===== src/eli_pkg.sv =====
// constants, register map and types of the error led indicator
package eli_pkg;

  // timing
  localparam int CLK_KHZ       = 125000;
  localparam int FAST_HALF_MS  = 500;
  localparam int FAST_HALF_CYC = FAST_HALF_MS * CLK_KHZ;
  localparam int WARN_HOLD_S   = 60;
  localparam int TB_W          = 26;

  // register byte offsets
  localparam logic [7:0] REG_USER_ERR  = 8'h00;
  localparam logic [7:0] REG_HOLD_TIME = 8'h04;
  localparam logic [7:0] REG_SCRIPT    = 8'h08;
  localparam logic [7:0] REG_CTRL      = 8'h0c;
  localparam logic [7:0] REG_STATUS    = 8'h10;
  localparam logic [7:0] REG_IRQ_STAT  = 8'h14;
  localparam logic [7:0] REG_IRQ_MASK  = 8'h18;

  // fields and reset values
  localparam int          SCRIPT_RED_BIT   = 4;
  localparam int          SCRIPT_GREEN_BIT = 5;
  localparam int          CTRL_CFG_BIT     = 0;
  localparam logic [15:0] HOLD_RST         = 16'h000a;
  localparam logic [5:0]  SCRIPT_RST       = 6'h00;

  // interrupt status bits
  localparam int IRQ_SERIOUS = 0;
  localparam int IRQ_WARN    = 1;
  localparam int IRQ_USER    = 2;
  localparam int IRQ_EXPIRE  = 3;
  localparam int IRQ_W       = 4;

  // fault codes
  localparam logic [3:0] CODE_NONE        = 4'h0;
  localparam logic [3:0] CODE_SERIOUS_MAX = 4'h5;

  typedef enum logic [1:0] {
    DISP_IDLE,
    DISP_SERIOUS,
    DISP_WARN,
    DISP_USER
  } eli_disp_t;

endpackage


===== src/eli_ifs.sv =====
// carriers between the indicator's own modules
`timescale 1ns/10ps
interface eli_time_if;
  logic half_tick;
  logic sec_tick;
  logic fast_ph;
  logic slow_ph;
  modport src (output half_tick, sec_tick, fast_ph, slow_ph);
  modport snk (input  half_tick, sec_tick, fast_ph, slow_ph);
endinterface // eli_time_if

interface eli_bus_if;
  logic [7:0]  addr;
  logic [31:0] wdata;
  logic        wr_stb;
  logic [31:0] rdata;
  logic        hit;
  modport slv  (output addr, wdata, wr_stb, input rdata, hit);
  modport regs (input addr, wdata, wr_stb, output rdata, hit);
endinterface // eli_bus_if


===== src/eli_timebase.sv =====
// flash phases and second tick
`timescale 1ns/10ps
module eli_timebase
  import eli_pkg::*;
#(
  parameter int HALF_CYC = FAST_HALF_CYC
) (
  input wire logic clk,
  input wire logic rst_n,
  eli_time_if.src  tb
);
  logic [TB_W-1:0] cnt_q;
  logic            fast_q;
  logic            slow_q;

  assign tb.half_tick = (cnt_q == TB_W'(HALF_CYC - 1));
  assign tb.sec_tick  = tb.half_tick && fast_q;
  assign tb.fast_ph   = fast_q;
  assign tb.slow_ph   = slow_q;

  always_ff @(posedge clk or negedge rst_n) begin
    if (!rst_n) begin
      cnt_q <= '0;
    end else if (tb.half_tick) begin
      cnt_q <= '0;
    end else begin
      cnt_q <= cnt_q + TB_W'(1);
    end
  end

  // 1 hz square wave, and half of it
  always_ff @(posedge clk or negedge rst_n) begin
    if (!rst_n) begin
      fast_q <= 1'b0;
      slow_q <= 1'b0;
    end else if (tb.half_tick) begin
      fast_q <= !fast_q;
      if (fast_q) begin
        slow_q <= !slow_q;
      end
    end
  end
endmodule // eli_timebase


===== src/eli_apb_slave.sv =====
// apb slave front end, zero wait states
`timescale 1ns/10ps
module eli_apb_slave
  import eli_pkg::*;
(
  input  wire logic        clk,
  input  wire logic        rst_n,
  input  wire logic        psel,
  input  wire logic        penable,
  input  wire logic        pwrite,
  input  wire logic [7:0]  paddr,
  input  wire logic [31:0] pwdata,
  output logic      [31:0] prdata,
  output logic             pready,
  output logic             pslverr,
  eli_bus_if.slv           bus
);
  assign bus.addr   = paddr;
  assign bus.wdata  = pwdata;
  assign bus.wr_stb = psel && penable && pwrite && bus.hit;
  assign pready     = 1'b1;
  assign pslverr    = psel && penable && !bus.hit;

  // read data captured in the setup cycle
  always_ff @(posedge clk or negedge rst_n) begin
    if (!rst_n) begin
      prdata <= 32'h0000_0000;
    end else if (psel && !penable && !pwrite) begin
      prdata <= bus.hit ? bus.rdata : 32'h0000_0000;
    end
  end
endmodule // eli_apb_slave


===== src/eli_error_led_top.sv =====
// error led indicator: fault codes on state and number leds
//
// Operation
// - fault: status red, code flashes 1 hz
// - codes 1..5 latch until power cycle
// - codes 6..15 clear after one minute
// - config mode: code pattern not meaningful
// - user errors flash at 0.5 hz
// - user error held for programmed time
// - serious codes 1..5, code 0 reserved
// - warning codes 6..15, some reserved
// - code in binary, weights 8 4 2 1
// - idle: leds follow script values, but in config mode status red flashes 1 hz and status green stays off
//
// The APB interface to the registers and the register offsets were chosen for this implementation.
`timescale 1ns/10ps
module eli_error_led_top
  import eli_pkg::*;
#(
  parameter int HALF_CYC = FAST_HALF_CYC
) (
  input  wire logic        clk,
  input  wire logic        resetn,
  input  wire logic        psel,
  input  wire logic        penable,
  input  wire logic        pwrite,
  input  wire logic [7:0]  paddr,
  input  wire logic [31:0] pwdata,
  output logic      [31:0] prdata,
  output logic             pready,
  output logic             pslverr,
  input  wire logic        fault_valid,
  input  wire logic [3:0]  fault_code,
  output logic             status_red,
  output logic             status_green,
  output logic             code_led_weight_eight,
  output logic             code_led_weight_four,
  output logic             code_led_weight_two,
  output logic             code_led_weight_one,
  output logic             config_mode,
  output logic             irq
);

  logic              rst_s1_q;
  logic              rst_n_q;
  eli_disp_t         disp_q;
  eli_disp_t         disp_d;
  logic [3:0]        code_q;
  logic [3:0]        code_d;
  logic [15:0]       hold_cnt_q;
  logic [15:0]       hold_cnt_d;
  logic [3:0]        user_code_q;
  logic [15:0]       hold_q;
  logic [5:0]        script_q;
  logic              cfg_q;
  logic [IRQ_W-1:0]  irq_stat_q;
  logic [IRQ_W-1:0]  irq_mask_q;
  logic [IRQ_W-1:0]  irq_set;
  logic [IRQ_W-1:0]  irq_clr;
  logic [3:0]        leds_q;
  logic              red_q;
  logic              green_q;
  logic              ser_evt;
  logic              warn_evt;
  logic              user_trig;
  logic              expire;
  logic              phase_on;
  logic [16:0]       cnt_next;

  eli_time_if tb ();
  eli_bus_if  bus ();

  // power-on reset release
  always_ff @(posedge clk or negedge resetn) begin
    if (!resetn) begin
      rst_s1_q <= 1'b0;
      rst_n_q  <= 1'b0;
    end else begin
      rst_s1_q <= 1'b1;
      rst_n_q  <= rst_s1_q;
    end
  end

  eli_timebase #(
    .HALF_CYC (HALF_CYC)
  ) u_timebase (
    .clk   (clk),
    .rst_n (rst_n_q),
    .tb    (tb)
  );

  eli_apb_slave u_apb (
    .clk     (clk),
    .rst_n   (rst_n_q),
    .psel    (psel),
    .penable (penable),
    .pwrite  (pwrite),
    .paddr   (paddr),
    .pwdata  (pwdata),
    .prdata  (prdata),
    .pready  (pready),
    .pslverr (pslverr),
    .bus     (bus)
  );

  // event classification
  assign ser_evt   = fault_valid && (fault_code != CODE_NONE)
                     && (fault_code <= CODE_SERIOUS_MAX);
  assign warn_evt  = fault_valid && (fault_code > CODE_SERIOUS_MAX);
  assign user_trig = bus.wr_stb && (bus.addr == REG_USER_ERR)
                     && (bus.wdata[3:0] != CODE_NONE);
  assign cnt_next  = {1'b0, hold_cnt_q} + 17'h0_0001;

  always_comb begin
    expire = 1'b0;
    if (tb.sec_tick) begin
      case (disp_q)
        DISP_WARN: expire = (cnt_next >= 17'(WARN_HOLD_S));
        DISP_USER: expire = (cnt_next >= {1'b0, hold_q});
        default:   expire = 1'b0;
      endcase
    end
  end

  // display state
  always_comb begin
    disp_d     = disp_q;
    code_d     = code_q;
    hold_cnt_d = hold_cnt_q;
    case (disp_q)
      DISP_SERIOUS: begin
        disp_d = DISP_SERIOUS;
      end
      DISP_IDLE, DISP_WARN, DISP_USER: begin
        if (ser_evt) begin
          disp_d = DISP_SERIOUS;
          code_d = fault_code;
        end else if (warn_evt) begin
          disp_d     = DISP_WARN;
          code_d     = fault_code;
          hold_cnt_d = 16'h0000;
        end else if (user_trig) begin
          disp_d     = DISP_USER;
          code_d     = bus.wdata[3:0];
          hold_cnt_d = 16'h0000;
        end else if (expire) begin
          disp_d     = DISP_IDLE;
          code_d     = CODE_NONE;
          hold_cnt_d = 16'h0000;
        end else if (tb.sec_tick && disp_q != DISP_IDLE) begin
          hold_cnt_d = cnt_next[15:0];
        end
      end
      default: begin
        disp_d = DISP_IDLE;
      end
    endcase
  end

  always_ff @(posedge clk or negedge rst_n_q) begin
    if (!rst_n_q) begin
      disp_q     <= DISP_IDLE;
      code_q     <= CODE_NONE;
      hold_cnt_q <= 16'h0000;
    end else begin
      disp_q     <= disp_d;
      code_q     <= code_d;
      hold_cnt_q <= hold_cnt_d;
    end
  end

  // software registers
  always_ff @(posedge clk or negedge rst_n_q) begin
    if (!rst_n_q) begin
      user_code_q <= CODE_NONE;
      hold_q      <= HOLD_RST;
      script_q    <= SCRIPT_RST;
      cfg_q       <= 1'b0;
      irq_mask_q  <= '0;
    end else if (bus.wr_stb) begin
      case (bus.addr)
        REG_USER_ERR:  user_code_q <= bus.wdata[3:0];
        REG_HOLD_TIME: hold_q      <= bus.wdata[15:0];
        REG_SCRIPT:    script_q    <= bus.wdata[5:0];
        REG_CTRL:      cfg_q       <= bus.wdata[CTRL_CFG_BIT];
        REG_IRQ_MASK:  irq_mask_q  <= bus.wdata[IRQ_W-1:0];
        default:       cfg_q       <= cfg_q;
      endcase
    end
  end

  // sticky interrupt status, set beats clear
  always_comb begin
    irq_set              = '0;
    irq_set[IRQ_SERIOUS] = (disp_d == DISP_SERIOUS) && (disp_q != DISP_SERIOUS);
    irq_set[IRQ_WARN]    = (disp_q != DISP_SERIOUS) && !ser_evt && warn_evt;
    irq_set[IRQ_USER]    = (disp_d == DISP_USER) && user_trig;
    irq_set[IRQ_EXPIRE]  = (disp_d == DISP_IDLE) && (disp_q != DISP_IDLE);
    irq_clr              = '0;
    if (bus.wr_stb && bus.addr == REG_IRQ_STAT) begin
      irq_clr = bus.wdata[IRQ_W-1:0];
    end
  end

  always_ff @(posedge clk or negedge rst_n_q) begin
    if (!rst_n_q) begin
      irq_stat_q <= '0;
    end else begin
      irq_stat_q <= (irq_stat_q & ~irq_clr) | irq_set;
    end
  end

  assign irq = |(irq_stat_q & irq_mask_q);

  // register read mux
  always_comb begin
    bus.hit   = 1'b1;
    bus.rdata = 32'h0000_0000;
    case (bus.addr)
      REG_USER_ERR:  bus.rdata = {28'h000_0000, user_code_q};
      REG_HOLD_TIME: bus.rdata = {16'h0000, hold_q};
      REG_SCRIPT:    bus.rdata = {26'h000_0000, script_q};
      REG_CTRL:      bus.rdata = {31'h0000_0000, cfg_q};
      REG_STATUS:    bus.rdata = {24'h00_0000, cfg_q, disp_q == DISP_USER,
                                  disp_q == DISP_WARN, disp_q == DISP_SERIOUS,
                                  code_q};
      REG_IRQ_STAT:  bus.rdata = {28'h000_0000, irq_stat_q};
      REG_IRQ_MASK:  bus.rdata = {28'h000_0000, irq_mask_q};
      default:       bus.hit   = 1'b0;
    endcase
  end

  // led drivers
  assign phase_on = (disp_q == DISP_USER) ? tb.slow_ph : tb.fast_ph;

  always_ff @(posedge clk or negedge rst_n_q) begin
    if (!rst_n_q) begin
      leds_q  <= 4'h0;
      red_q   <= 1'b0;
      green_q <= 1'b0;
    end else if (disp_q != DISP_IDLE) begin
      leds_q  <= phase_on ? code_q : 4'h0;
      red_q   <= cfg_q ? tb.fast_ph : 1'b1;
      green_q <= 1'b0;
    end else begin
      leds_q  <= script_q[3:0];
      red_q   <= cfg_q ? tb.fast_ph : script_q[SCRIPT_RED_BIT];
      green_q <= cfg_q ? 1'b0 : script_q[SCRIPT_GREEN_BIT];
    end
  end

  assign code_led_weight_eight = leds_q[3];
  assign code_led_weight_four  = leds_q[2];
  assign code_led_weight_two   = leds_q[1];
  assign code_led_weight_one   = leds_q[0];
  assign status_red            = red_q;
  assign status_green          = green_q;
  assign config_mode           = cfg_q;
endmodule // eli_error_led_top


===== config.mk =====
export PLATFORM = sky130hd
export DESIGN_NAME = eli_error_led_top
export DESIGN_NICKNAME = d
export VERILOG_FILES = /design/src/eli_pkg.sv /design/src/eli_ifs.sv /design/src/eli_timebase.sv /design/src/eli_apb_slave.sv /design/src/eli_error_led_top.sv
export SDC_FILE = /design/constraint.sdc
export NUM_CORES = 1
export LEC_CHECK = 0
export BUFFER_PORTS_ARGS = -buffer_cell sky130_fd_sc_hd__buf_2
export CORE_MARGIN = 5
export CORE_UTILIZATION = 40
export CTS_BUF_LIST = sky130_fd_sc_hd__clkbuf_2 sky130_fd_sc_hd__clkbuf_4 sky130_fd_sc_hd__clkbuf_8
export DETAILED_ROUTE_END_ITERATION = 12
export MAX_ROUTING_LAYER = met4
export SYNTH_ARGS = -nofsm -noshare
export SYNTH_HDL_FRONTEND = slang
export SYNTH_HIERARCHICAL = 1
export SYNTH_SLANG_ARGS = --single-unit

===== constraint.sdc =====
create_clock -name clk -period 3.7 [get_ports clk]
set_clock_uncertainty 0.15 [all_clocks]
set_input_delay 0.37 -clock clk [delete_from_list [all_inputs] [get_ports clk]]
set_output_delay 0.37 -clock clk [all_outputs]
set_load 0.05 [all_outputs]

---- Word-level counts from Yosys, hierarchy flattened ----
Index checks and enable logic that the tools add are counted.
storage, ports and cells
  register bits ........................... 125
  word-level logic and storage cells ...... 114
cells by class
  $add $sub $neg .......................... 2
  magnitude comparators ................... 4
  equality and inequality tests ........... 13
  muxes and demuxes ....................... 28
  bitwise logic cells ..................... 5
  reductions and logical operators ........ 44
operators by type and width
  kind                                                                                   number
  16-bit case mux with 7 select lines                                                    1
  16-bit two-way mux                                                                     5
  4-bit two-way mux                                                                      7
  26-bit by 1-bit adder with 26-bit output (second input constant)                       1
  26-bit equality test (second input constant)                                           1
  26-bit two-way mux                                                                     1
  8-bit by 5-bit equality test with 1-bit output (second input constant)                 3
  1-bit logical AND                                                                      19
  16-bit by 1-bit adder with 17-bit output (second input constant)                       1
  17-bit by 16-bit greater-or-equal comparator with 1-bit output                         1
  17-bit by 6-bit greater-or-equal comparator with 1-bit output (second input constant)  1
  8-bit by 4-bit equality test with 1-bit output (second input constant)                 2
  4-bit nonzero test                                                                     4
  2-bit AND reduction                                                                    7
  4-bit bitwise AND                                                                      2
  8-bit by 3-bit equality test with 1-bit output (second input constant)                 1
  8-bit zero test                                                                        1
  1-bit two-way mux                                                                      8
  2-bit two-way mux                                                                      4
  7-bit OR reduction                                                                     1
  2-bit equality test (second input constant)                                            3
  1-bit zero test                                                                        6
  2-bit by 1-bit equality test with 1-bit output (second input constant)                 2
  4-bit by 3-bit greater-than comparator with 1-bit output (second input constant)       1
  other kinds (12)                                                                       13

---- Logic depth before layout (Yosys ltp) ----
Gate-level depths: netlist of run 1.
  depth after elaboration ................. 13
  depth in mapped cells ................... 17
  depth with buffers taken out ............ 14

---- By module ----
Netlist of run 1, hierarchy kept.
modules (own cells, without submodules)
  module             instances  cells an instance  area an instance (um2)
  eli_error_led_top  1          420                4,078.9
  eli_apb_slave      1          183                1,791.7
  eli_timebase       1          134                1,387.6

---- Worst setup path after synthesis of run 1 ----
Ideal clock, no wire load.
  kind .................................... in2reg
  from .................................... input port paddr[4]
  to ...................................... register hold_cnt_q[13]
  data arrival time ....................... 3.377 ns
  required time ........................... 3.454 ns
  path slack .............................. 0.077 ns
  stages on the path ...................... 17
  path buffers ............................ 7
  cells stage by stage .................... buf_4 > clkbuf_1 > clkbuf_1 > buf_1 > a31oi_1 > buf_2 > buf_2 > nand2_1 > nor2_1 > nand2b_1 > nor3_1 > a21oi_1 > a21oi_1 > o21ai_1 > clkbuf_1 > a2bb2oi_1 > o31ai_1
between the ends
  longest elaborated chain between the ends .. 8
  elaborated cells on any way between the ends .. 16
  those cells by class .................... eq/ne (6); mux (3); reduce/logical (7)
ends and longest elaborated chain
  what                                                                               RTL line                  RTL
  start, declared                                                                    eli_error_led_top.sv:27   input wire logic [7:0] paddr,
  8-bit by 5-bit equality test with 1-bit output (tied with other cells)             eli_error_led_top.sv:219  case (bus.addr)
  7-bit OR reduction (no source line) (*)                                            -
  1-bit two-way mux (*)                                                              eli_error_led_top.sv:219
  net bus.hit                                                                        eli_ifs.sv:17             logic hit;
  1-bit logical AND (*)                                                              eli_apb_slave.sv:20       assign bus.wr_stb = psel && penable && pwrite && bus.hit;
  net bus.wr_stb                                                                     eli_ifs.sv:15             logic wr_stb;
  1-bit logical AND (*)                                                              eli_error_led_top.sv:110  assign user_trig = bus.wr_stb && (bus.addr == REG_USER_ERR)
  1-bit logical AND (*)                                                              eli_error_led_top.sv:111  && (bus.wdata[3:0] != CODE_NONE);
  4-bit nonzero test (no source line) / 16-bit two-way mux (equally long branches)   -
  3-bit AND reduction (no source line) / 16-bit two-way mux (equally long branches)  -
  end signal, assigned                                                               eli_error_led_top.sv:168  hold_cnt_q <= hold_cnt_d;
  end, declared                                                                      eli_error_led_top.sv:50   logic [15:0] hold_cnt_q;
Mark *: on every way through the listed nets, which the timed path passes. The rest lies on a longest branch.
A chain may end at the register's enable or synchronous reset.

---- Worst setup path in the final report of run 1 ----
  from .................................... register hold_cnt_q[0]
  to ...................................... register code_q[0]
between the ends
  longest elaborated chain between the ends .. 6
  elaborated cells on any way between the ends .. 7
  those cells by class .................... add/sub (1); order compare (2); mux (2); reduce/logical (2)
ends and longest elaborated chain
  what                                                                                                                                                    RTL line                                            RTL
  16-bit by 1-bit adder with 17-bit output (*)                                                                                                            eli_error_led_top.sv:112                            assign cnt_next = {1'b0, hold_cnt_q} + 17'h0_0001;
  17-bit by 16-bit greater-or-equal comparator with 1-bit output / 17-bit by 6-bit greater-or-equal comparator with 1-bit output (equally long branches)  eli_error_led_top.sv:119, eli_error_led_top.sv:118
  1-bit case mux with 2 select lines (*)                                                                                                                  eli_error_led_top.sv:117                            case (disp_q)
  1-bit two-way mux (*)                                                                                                                                   eli_error_led_top.sv:116                            if (tb.sec_tick) begin
  4-bit nonzero test (no source line) (*)                                                                                                                 -
  2-bit AND reduction (no source line) (*)                                                                                                                -
  end signal, assigned                                                                                                                                    eli_error_led_top.sv:167                            code_q <= code_d;
  end, declared                                                                                                                                           eli_error_led_top.sv:48                             logic [3:0] code_q;
Mark *: on every way between the ends. The rest lies on a longest branch, timed or not.

==> reports/metrics.yaml, run 1 <==
outcome: "finished clean"
final_layout_size_suffix_gt1_share_pct: 23.7
cts_tree: "done"
die_x_um: 144
vias: 5390
swShare_pct: 26.7
antenna_cells: 0
cts_buffer_depth: 2
hpwl_um: 11700
grt_antenna_before_repair: 0
cts-htree-levels: 4
fmax_mhz: 284
yosysWarnings: 6
p_comb_share_pct: 5.5
routed_wl_um: 16400
slew_viol_final: 0
power.leakage_nw: 3.84
first_iter_violations: 339
hp-class: "primary input to flop"
required_ns: 3.89
cts_root_buf: "clkbuf_8"
syn_area_um2: 7130
holdPathEnd: "hold_q[4]$_DFFE_PN0P_"
seqPwrFrac_pct: 52.1
track_usage_pct: 16.7
cp-start-kind: "flop"
initial_core_util_pct: 41.0
rows: 48
path_max_fanout: 5
avgSynthCellArea_um2: 9.91
dpl_worst_slack_ns: 0.125
viasPerCell: 5.14
place.port_buffers: 74
crit_path_end_kind: "flop"
slew_headroom_pct: 47.4
dp.cells: 1003
setup_viol: 0
grt_overflow_total: 0
syn_inst: 720
clock-sinks: 125
grt_pass1_vias: 5182
core_area_um2: 17400
area_delta_synth_final_pct: 15.2
final_antenna_net_count: 0
arrival_ns: 3.71
drtPass1Iterations: 5
r2r_start: "hold_cnt_q[0]$_DFFE_PN0P_"
grt_max_degree: 67
crit_type: "flop to flop"
hp-start: "pwdata[4]"
pwr-share-clk_pct: 42.4
min_period_over_period_pct: 95.1
p_sw_mw: 0.722
stdcell_count: 1048
worstMarginPinSlew_ns: 0.782
cap_violations: 0
rrSetupSlack_ns: 0.18
gp_congestion: 0.901
io_pins: 92
hold_depth: 2
nNetsFinal: 879
dieHeight_um: 144
powerDensity_nw_per_um2: 329
min_period_ns: 3.52
design.die.area_um2: 20600
avgRoutedWirePerCell_um: 15.7
grt_pass1_wl_um: 26600
r2r-end: "code_q[0]$_DFFE_PN0P_"
drc_errors: 0
fin_ws_ns: 0.180
internal_power_mw: 1.98
clkTransAtPathRegs_ns: 0.08
finalHoldViolations: 0
reg2regPathDepth: 13
cts_made_buffers: 17
peakVddDrop_mv: 0.203
insertion_delay_ns: 0.44
## flip-flops by register name, indices dropped and copies added (netlist names), 4 cells and up
signal	flops
user_code_q	4
code_q	4
irq_mask_q	4
hold_cnt_q	16
u_apb/prdata	32
irq_stat_q	4
u_timebase/cnt_q	26
hold_q	16
leds_q	4
script_q	6
## power groups by stage
stage	registers, mW	clock network [mW]	logic [mW]
detailed placement	1.44	0	0.138
floorplan	1.45	0	0.0894
finish	1.41	1.15	0.148
global placement	1.43	0	0.136
global route	1.41	1.24	0.165
CTS	1.41	1.18	0.146
## worst max path at each step
stage | startpoint | to | depth (start not counted)
final | hold_cnt_q[0]$_DFFE_PN0P_ | code_q[0]$_DFFE_PN0P_ | 13
after global routing | hold_cnt_q[0]$_DFFE_PN0P_ | code_q[0]$_DFFE_PN0P_ | 13
after CTS | hold_cnt_q[0]$_DFFE_PN0P_ | code_q[0]$_DFFE_PN0P_ | 13
after detailed placement | hold_cnt_q[0]$_DFFE_PN0P_ | code_q[2]$_DFFE_PN0P_ | 13
after global placement | hold_cnt_q[0]$_DFFE_PN0P_ | code_q[0]$_DFFE_PN0P_ | 13
after floorplan | paddr[4] | hold_cnt_q[13]$_DFFE_PN0P_ | 17
## area by class of cell
cell class / count / area, µm²
fillers: 1665 / 9200
multi-input cells: 487 / 3460
flip-flops and latches: 125 / 3130
repair buffers: 115 / 731
well taps: 225 / 282
inverters: 64 / 240
clock buffers: 17 / 234
clock inverters: 15 / 135
## metrics by stage
stage,hold slack [ns],total power [mW],utilization [%],instance area [µm²],TNS [ns]
floorplan,-0.0756,1.54,-,7190,0
global placement,0.00592,1.57,44.1,7670,0
detailed placement,0.00655,1.57,44.1,7670,0
CTS,0.00300,2.74,46.8,8150,0
global route,0.00608,2.82,47.2,8220,-0.0181
finish,0.0323,2.70,47.2,8220,0
## placed cells by master, fill, tap and decap left out, drive strengths merged, types with 3 or more instances in the layout
cell         instances
or4                  6
o31ai                7
mux2                34
conb                18
nor2                30
nor4b                3
a21oi               20
or2                  4
clkbuf              17
a21o                 5
o21ai               32
nor4                 9
and4                 5
ha                  19
nand3               27
clkinv               6
a22o                14
mux2i               41
buf                104
xor2                11
nor3                20
dlygate4sd3         11
a211oi               4
nand4               19
a2bb2oi              3
a22oi                7
inv                 70
and3                 7
or3                  6
xnor2               16
dfrtp              123
nor2b                5
nand2               84
## worst max-delay path: stages, from the launching register on
cell and delay (ns):
dfrtp_1 0.35, ha_2 0.18, and4_1 0.22, nand2_1 0.10, or2_4 0.25, nand2_1 0.07
ha_1 0.25, a211oi_2 0.27, o22ai_1 0.12, or4_1 0.41, nand3_1 0.08, nand4_1 0.21
a41oi_4 0.41, mux2_4 0.33
## timing repair
item | 4_1_cts | 5_1_grt
buffers inserted | 0 | 2
endpoints found under the setup margin | 0 | 6
resized for setup | 0 | 10
hold endpoints to repair | 12 | 0
hold buffers | 11 | 0
## per-layer routing
layer,track usage [%],wire length (µm),share of wire [%],vias up
li1,-,-,-,2673
met4,5.15,229,1.4,0
met1,22.5,7890,48,2564
met5,-,0,0,-
met2,25.2,7490,46,135
met3,3.53,794,4.8,18
No activity file was read; power rests on OpenSTA's default activity.
==> run 2: changes to the inputs <==
--- a/config.mk
+++ b/config.mk
@@ -7,10 +7,12 @@
 export LEC_CHECK = 0
 export BUFFER_PORTS_ARGS = -buffer_cell sky130_fd_sc_hd__buf_2
 export CORE_MARGIN = 5
-export CORE_UTILIZATION = 40
+export CORE_UTILIZATION = 55
 export CTS_BUF_LIST = sky130_fd_sc_hd__clkbuf_2 sky130_fd_sc_hd__clkbuf_4 sky130_fd_sc_hd__clkbuf_8
 export DETAILED_ROUTE_END_ITERATION = 12
 export MAX_ROUTING_LAYER = met4
+export PLACE_DENSITY = 0.79
+export REMOVE_ABC_BUFFERS = 1
 export SYNTH_ARGS = -nofsm -noshare
 export SYNTH_HDL_FRONTEND = slang
 export SYNTH_HIERARCHICAL = 1
==> reports/metrics.yaml, run 2 (same netlist as run 1, synthesis figures left out) <==
finalHoldViolations: 0  # unchanged
drc_errors: 0  # unchanged
peakVddDrop_mv: 0.380  # was 0.203 mV
routed_wl_um: 16800  # was 16400 µm
vias: 5559  # was 5390
final_common_cell: "dfrtp_1"  # unchanged
fmax_mhz: 283  # was 284 MHz
hpwl_um: 12000  # was 11700 µm
io_pins: 92  # unchanged
fin_hold_ws_ns: 0.0452  # was 0.0323 ns
holdPathEnd: "script_q[5]$_DFFE_PN0P_"  # was hold_q[4]$_DFFE_PN0P_
rsz0062_at_grt: "false"
final_layout_size_suffix_gt1_share_pct: 22.6  # was 23.7%
gp_congestion: 0.935  # was 0.901
clkTransAtPathRegs_ns: 0.07  # was 0.08 ns
final_antenna_net_count: 0  # unchanged
arrival_ns: 3.70  # was 3.71 ns
fin_ws_ns: 0.173  # was 0.180 ns
min_period_over_period_pct: 95.3  # was 95.1%
crit_chain: "ha_1 > and4_1 > nand2_1 > or2_2 > nand2_1 > ha_1 > a211oi_2 > o22ai_1 > or4_1 > nand3_1 > nand4_1 > a41oi_4 > mux2_2"  # was ha_2 > and4_1 > nand2_1 > or2_4 > nand2_1 > ha_1 > a211oi_2 > o22ai_1 > or4_1 > nand3_1 > nand4_1 > a41oi_4 > mux2_4
grt_max_degree: 79  # was 67
cap_violations: 0  # unchanged
avgRoutedWirePerCell_um: 17.2  # was 15.7 µm
stdcell_count: 979  # was 1048
grt_pass1_wl_um: 27500  # was 26600 µm
worstMarginPinSlew_ns: 0.754  # was 0.782 ns
grt_antenna_before_repair: 0  # unchanged
fillers: 1046  # was 1665
clock-sinks: 125  # unchanged
outcome: "finished clean"  # unchanged
hold_depth: 2  # unchanged
place.port_buffers: 74  # unchanged
slew_viol_final: 0  # unchanged
first_iter_violations: 480  # was 339
viasPerCell: 5.68  # was 5.14
r2r_start: "hold_cnt_q[1]$_DFFE_PN0P_"  # was hold_cnt_q[0]$_DFFE_PN0P_
cts-htree-levels: 4  # unchanged
reg2regPathDepth: 13  # unchanged
crit_path_end_kind: "flop"  # unchanged
grt_pass1_vias: 5522  # was 5182
hp-start: "pwdata[5]"  # was pwdata[4]
antenna_cells: 0  # unchanged
cts_root_buf: "clkbuf_8"  # unchanged
reg.largest.list: "u_apb/prdata x32, u_timebase/cnt_q x26"  # unchanged
cp-start-kind: "flop"  # unchanged
path_max_fanout: 5  # unchanged
min_period_ns: 3.53  # was 3.52 ns
largest_reg_flops: 32  # unchanged
crit_type: "flop to flop"  # unchanged
initial_core_util_pct: 56.3  # was 41.0%
total_power_mw: 2.71  # was 2.70 mW
core_area_um2: 12700  # was 17400 µm²
nNetsFinal: 863  # was 879
grt_overflow_total: 0  # unchanged
cts_tree: "done"  # unchanged
area_delta_synth_final_pct: 12.3  # was 15.2%
dp.cells: 939  # was 1003
required_ns: 3.87  # was 3.89 ns
rrSetupSlack_ns: 0.17  # was 0.18 ns
track_usage_pct: 23.7  # was 16.7%
dieHeight_um: 124  # was 144 µm
worst_path_max_delay_cell: "or4_1"  # unchanged
rows: 41  # was 48
fin_util_pct: 63.2  # was 47.2%
die_x_um: 124  # was 144 µm
setup_viol: 0  # unchanged
design.die.area_um2: 15300  # was 20600 µm²
cts_buffer_depth: 2  # unchanged
insertion_delay_ns: 0.44  # about the same
powerDensity_nw_per_um2: 338  # was 329 nW/µm²
power.leakage_nw: 3.76  # was 3.84 nW
r2r-end: "code_q[0]$_DFFE_PN0P_"  # unchanged
critical-path-max-stage-delay_ns: 0.41  # about the same
slew_headroom_pct: 49.3  # was 47.4%
hp-class: "primary input to flop"  # unchanged
cts_made_buffers: 17  # unchanged
regMostFlops: "u_apb/prdata"  # unchanged
dpl_worst_slack_ns: 0.103  # was 0.125 ns
drtPass1Iterations: 5  # unchanged
most-common-layout-cells: "dfrtp_1 (121), nand2_1 (83), buf_2 (74)"  # was dfrtp_1 (122), nand2_1 (83), buf_2 (74)
==> run 2: per-stage QoR <==
step,area (µm²),setup TNS (ns)
5_1_grt,8010,0
2_1_floorplan,6770,-39.12
3_5_place_dp,7510,0
3_3_place_gp,7510,0
6_report,8010,0
4_1_cts,7970,0
==> run 2: layout make-up <==
class                      count  area, µm²  area share (%)
tap                          172        215            2.69
sequential                   125       3140            39.1
clock inverter                 6       57.6           0.718
clock buffer                  26        333            4.15
timing repair buffer          99        591            7.37
inverter                      64        240            3.00
multi-input combinational    487       3440            42.9
==> run 2: metal layers <==
metal	global-route usage (%)	part of all wire, %	vias up
li1	-	-	2627
met1	31.6	45	2678
met2	35.6	46	230
met3	6.27	6.9	24
met4	7.87	1.9	0
met5	-	0	-
==> run 2: what timing repair did <==
action | in CTS | in global routing
endpoints found under the setup margin | 0 | 9
gates resized for setup | 0 | 6
hold endpoints to repair | 8 | 1
hold buffers | 7 | 1
setup buffers | 0 | 0
==> run 2: worst max-delay path by stage <==
stage | cells past startpoint | slack [ns] | end | start
after detailed placement | 13 | 0.10 | code_q[0]$_DFFE_PN0P_ | hold_cnt_q[0]$_DFFE_PN0P_
after global placement | 13 | 0.21 | code_q[1]$_DFFE_PN0P_ | hold_cnt_q[0]$_DFFE_PN0P_
final | 13 | 0.17 | code_q[0]$_DFFE_PN0P_ | hold_cnt_q[1]$_DFFE_PN0P_
after global routing | 13 | 0.009 | code_q[0]$_DFFE_PN0P_ | hold_cnt_q[1]$_DFFE_PN0P_
after CTS | 13 | 0.08 | code_q[0]$_DFFE_PN0P_ | hold_cnt_q[0]$_DFFE_PN0P_
after floorplan | 12 | -0.64 | hold_cnt_q[5]$_DFFE_PN0P_ | paddr[6]
==> run 2: critical path: cells and delay by family, from the launching register on <==
kind	cells	cell delay, ns
AOI/OAI and AO/OA	3	0.70
adders and majority gates	2	0.42
DFF	1	0.35
muxes	1	0.38
and+or+nand+nor	7	1.41
==> run 2: where the power goes <==
part / internal (mW) / switching [mW] / total (mW)
sequential: 1.38 / 0.0221 / 1.41
clock: 0.646 / 0.509 / 1.15
combinational: 0.0532 / 0.0950 / 0.148
==> run 3: changes to the inputs <==
--- a/config.mk
+++ b/config.mk
@@ -5,11 +5,11 @@
 export SDC_FILE = /design/constraint.sdc
 export NUM_CORES = 1
 export LEC_CHECK = 0
-export BUFFER_PORTS_ARGS = -buffer_cell sky130_fd_sc_hd__buf_2
 export CORE_MARGIN = 5
-export CORE_UTILIZATION = 55
+export CORE_UTILIZATION = 60
 export CTS_BUF_LIST = sky130_fd_sc_hd__clkbuf_2 sky130_fd_sc_hd__clkbuf_4 sky130_fd_sc_hd__clkbuf_8
 export DETAILED_ROUTE_END_ITERATION = 12
+export DONT_BUFFER_PORTS = 1
 export MAX_ROUTING_LAYER = met4
 export PLACE_DENSITY = 0.79
 export REMOVE_ABC_BUFFERS = 1
==> reports/metrics.yaml, run 3 (same netlist as run 1, synthesis figures left out) <==
place.port_buffers: 0  # was 74
clock-sinks: 125  # unchanged
grt_pass1_wl_um: 28500  # was 27500 µm
r2r-end: "code_q[0]$_DFFE_PN0P_"  # unchanged
grt_max_degree: 84  # was 79
grt_antenna_before_repair: 1  # was 0
final_antenna_net_count: 0  # unchanged
most-common-layout-cells: "dfrtp_1 (119), nand2_1 (80), inv_1 (64)"  # was dfrtp_1 (121), nand2_1 (83), buf_2 (74)
grt_pass1_vias: 5450  # was 5522
seqPwrFrac_pct: 46.6  # was 51.9%
clkTransAtPathRegs_ns: 0.07  # about the same
cts_tree: "done"  # unchanged
min_period_ns: 3.57  # was 3.53 ns
setup_viol: 0  # unchanged
initial_core_util_pct: 62.0  # was 56.3%
r2r_start: "hold_cnt_q[0]$_DFFE_PN0P_"  # was hold_cnt_q[1]$_DFFE_PN0P_
p_sw_mw: 0.642  # was 0.626 mW
viasPerCell: 6.05  # was 5.68
fillers: 902  # was 1046
io_pins: 92  # unchanged
drc_errors: 0  # unchanged
powerDensity_nw_per_um2: 385  # was 338 nW/µm²
min_period_over_period_pct: 96.4  # was 95.3%
outcome: "finished clean"  # unchanged
reg2regPathDepth: 13  # unchanged
avgRoutedWirePerCell_um: 19.3  # was 17.2 µm
critPathCapture: "code_q[0]$_DFFE_PN0P_"  # unchanged
first_iter_violations: 525  # was 480
drtPass1Iterations: 5  # unchanged
fmax_mhz: 280  # was 283 MHz
regMostFlops: "u_apb/prdata"  # unchanged
crit_path_end_kind: "flop"  # unchanged
fin_area_um2: 7910  # was 8010 µm²
startpoint: "hold_cnt_q[0]$_DFFE_PN0P_"  # was hold_cnt_q[1]$_DFFE_PN0P_
critical-path-max-stage-delay_ns: 0.54  # was 0.41 ns
finalHoldViolations: 0  # unchanged
internal_power_mw: 2.41  # was 2.08 mW
rows: 39  # was 41
cts_root_buf: "clkbuf_8"  # unchanged
crit_chain: "ha_2 > and4_4 > nand2_2 > or2_4 > nand2_4 > ha_4 > a211oi_2 > o22ai_1 > or4_1 > nand3_1 > nand4_1 > a41oi_2 > mux2_2"  # was ha_1 > and4_1 > nand2_1 > or2_2 > nand2_1 > ha_1 > a211oi_2 > o22ai_1 > or4_1 > nand3_1 > nand4_1 > a41oi_4 > mux2_2
multiInputGateArea_um2: 3480  # was 3440 µm²
track_usage_pct: 26.0  # was 23.7%
design.die.area_um2: 14200  # was 15300 µm²
final_layout_size_suffix_gt1_share_pct: 15.9  # was 22.6%
place_area_um2: 7090  # was 7510 µm²
insertion_delay_ns: 0.44  # about the same
rrSetupSlack_ns: 0.13  # was 0.17 ns
final_common_cell: "dfrtp_1"  # unchanged
slew_viol_final: 0  # unchanged
cap_violations: 0  # unchanged
required_ns: 3.87  # about the same
area_delta_synth_final_pct: 10.9  # was 12.3%
nNetsFinal: 803  # was 863
worstMarginPinSlew_ns: 1.30  # was 0.754 ns
p_comb_share_pct: 3.6  # was 5.5%
hpwl_um: 11900  # was 12000 µm
pwr-share-clk_pct: 49.8  # was 42.6%
stdcell_count: 891  # was 979
routed_wl_um: 17200  # was 16800 µm
vias: 5391  # was 5559
largest_reg_flops: 32  # unchanged
die_x_um: 119  # was 124 µm
core_area_um2: 11500  # was 12700 µm²
power.leakage_nw: 3.53  # was 3.76 nW
grt_overflow_total: 0  # unchanged
arrival_ns: 3.74  # was 3.70 ns
worst_path_max_delay_cell: "or4_1"  # unchanged
hp-class: "primary input to flop"  # unchanged
cts_buffer_depth: 2  # unchanged
cp-start-kind: "flop"  # unchanged
crit_type: "flop to flop"  # unchanged
final-seq-area_um2: 3140  # about the same
reg.largest.list: "u_apb/prdata x32, u_timebase/cnt_q x26"  # unchanged
fin_hold_ws_ns: 0.0333  # was 0.0452 ns
dieHeight_um: 119  # was 124 µm
path_max_fanout: 5  # unchanged
cts-htree-levels: 4  # unchanged
slew_headroom_pct: 12.5  # was 49.3%
swShare_pct: 21.0  # was 23.1%
gp_congestion: 0.937  # was 0.935
cts_made_buffers: 17  # unchanged
peakVddDrop_mv: 0.293  # was 0.380 mV
dp.cells: 834  # was 939
run 3: cell count changes in the layout (fill, tap and decap cells not counted), moves of 3 or more:
cell | previous run | this run
dlygate4sd3_1 | 8 | 21
clkbuf_8 | 22 | 19
nand2_1 | 83 | 80
buf_2 | 74 | 0
ha_1 | 19 | 16
bufinv_16 | 1 | 7
clkbuf_4 | 4 | 1
run 3: routing by layer:
metal / routed length (µm) / GRT usage (%) / share of wire (%)
met5: 0 / - / 0
met4: 303 / 7.75 / 1.8
met3: 1390 / 7.54 / 8.1
met2: 8130 / 39.7 / 47
met1: 7330 / 33.8 / 43
run 3: timing repair:
action,CTS,global route
hold buffers,21,0
endpoints found under the hold margin,46,0
buffers inserted,0,3
resized for setup,0,19
setup endpoints to repair,0,16
run 3: through the flow:
stage          setup TNS (ns)  utilization [%]  setup WS (ns)  power [mW]
6_report                    0             68.7          0.135        3.05
3_3_place_gp                0             61.6          0.202        1.53
3_5_place_dp                0             61.6          0.107        1.53
5_1_grt               -0.0101             68.7        -0.0101        3.15
2_1_floorplan          -39.12                -         -0.636        1.50
4_1_cts                     0             67.8         0.0880        3.06
run 3: area by class of cell:
class	instances	area share, %
tap	143	2.26
inverter	64	3.04
clock buffer	20	3.40
multi-input combinational	487	44.0
clock inverter	12	3.02
antenna	1	0.0316
sequential	125	39.7
timing repair buffer	39	4.57
run 3: critical path, delay by kind of cell (launching register included):
| family | cells | cell delay (ns) |
|---|---|---|
| flip-flops | 1 | 0.36 |
| AO/OA/AOI/OAI | 3 | 0.72 |
| AND/OR/NAND/NOR | 7 | 1.45 |
| multiplexers | 1 | 0.40 |
| adder cells (fa/ha/maj) | 2 | 0.38 |
run 3: worst min path at each step:
| stage | start | end | slack, ns | depth (start not counted) |
|---|---|---|---|---|
| 6_report | pwdata[3] | code_q[3]$_DFFE_PN0P_ | 0.03 | 2 |
| 5_1_grt | paddr[4] | u_apb/prdata[4]$_DFFE_PN0P_ | 0.01 | 3 |
| 4_1_cts | paddr[4] | u_apb/prdata[4]$_DFFE_PN0P_ | 0.01 | 3 |
| 3_5_place_dp | resetn | rst_s1_q$_DFF_PN0_ | -0.08 | 0 |
| 3_3_place_gp | resetn | rst_s1_q$_DFF_PN0_ | -0.08 | 0 |
| 2_1_floorplan | resetn | rst_n_q$_DFF_PN0_ | -0.08 | 0 |
run 3: power groups by stage:
| stage | Clock (mW) | Combinational, mW | Sequential (mW) |
|---|---|---|---|
| final | 1.52 | 0.111 | 1.42 |
| after global routing | 1.61 | 0.123 | 1.42 |
| after CTS | 1.53 | 0.111 | 1.42 |
| after detailed placement | 0 | 0.0863 | 1.45 |
| after global placement | 0 | 0.0829 | 1.44 |
| after floorplan | 0 | 0.0546 | 1.45 |
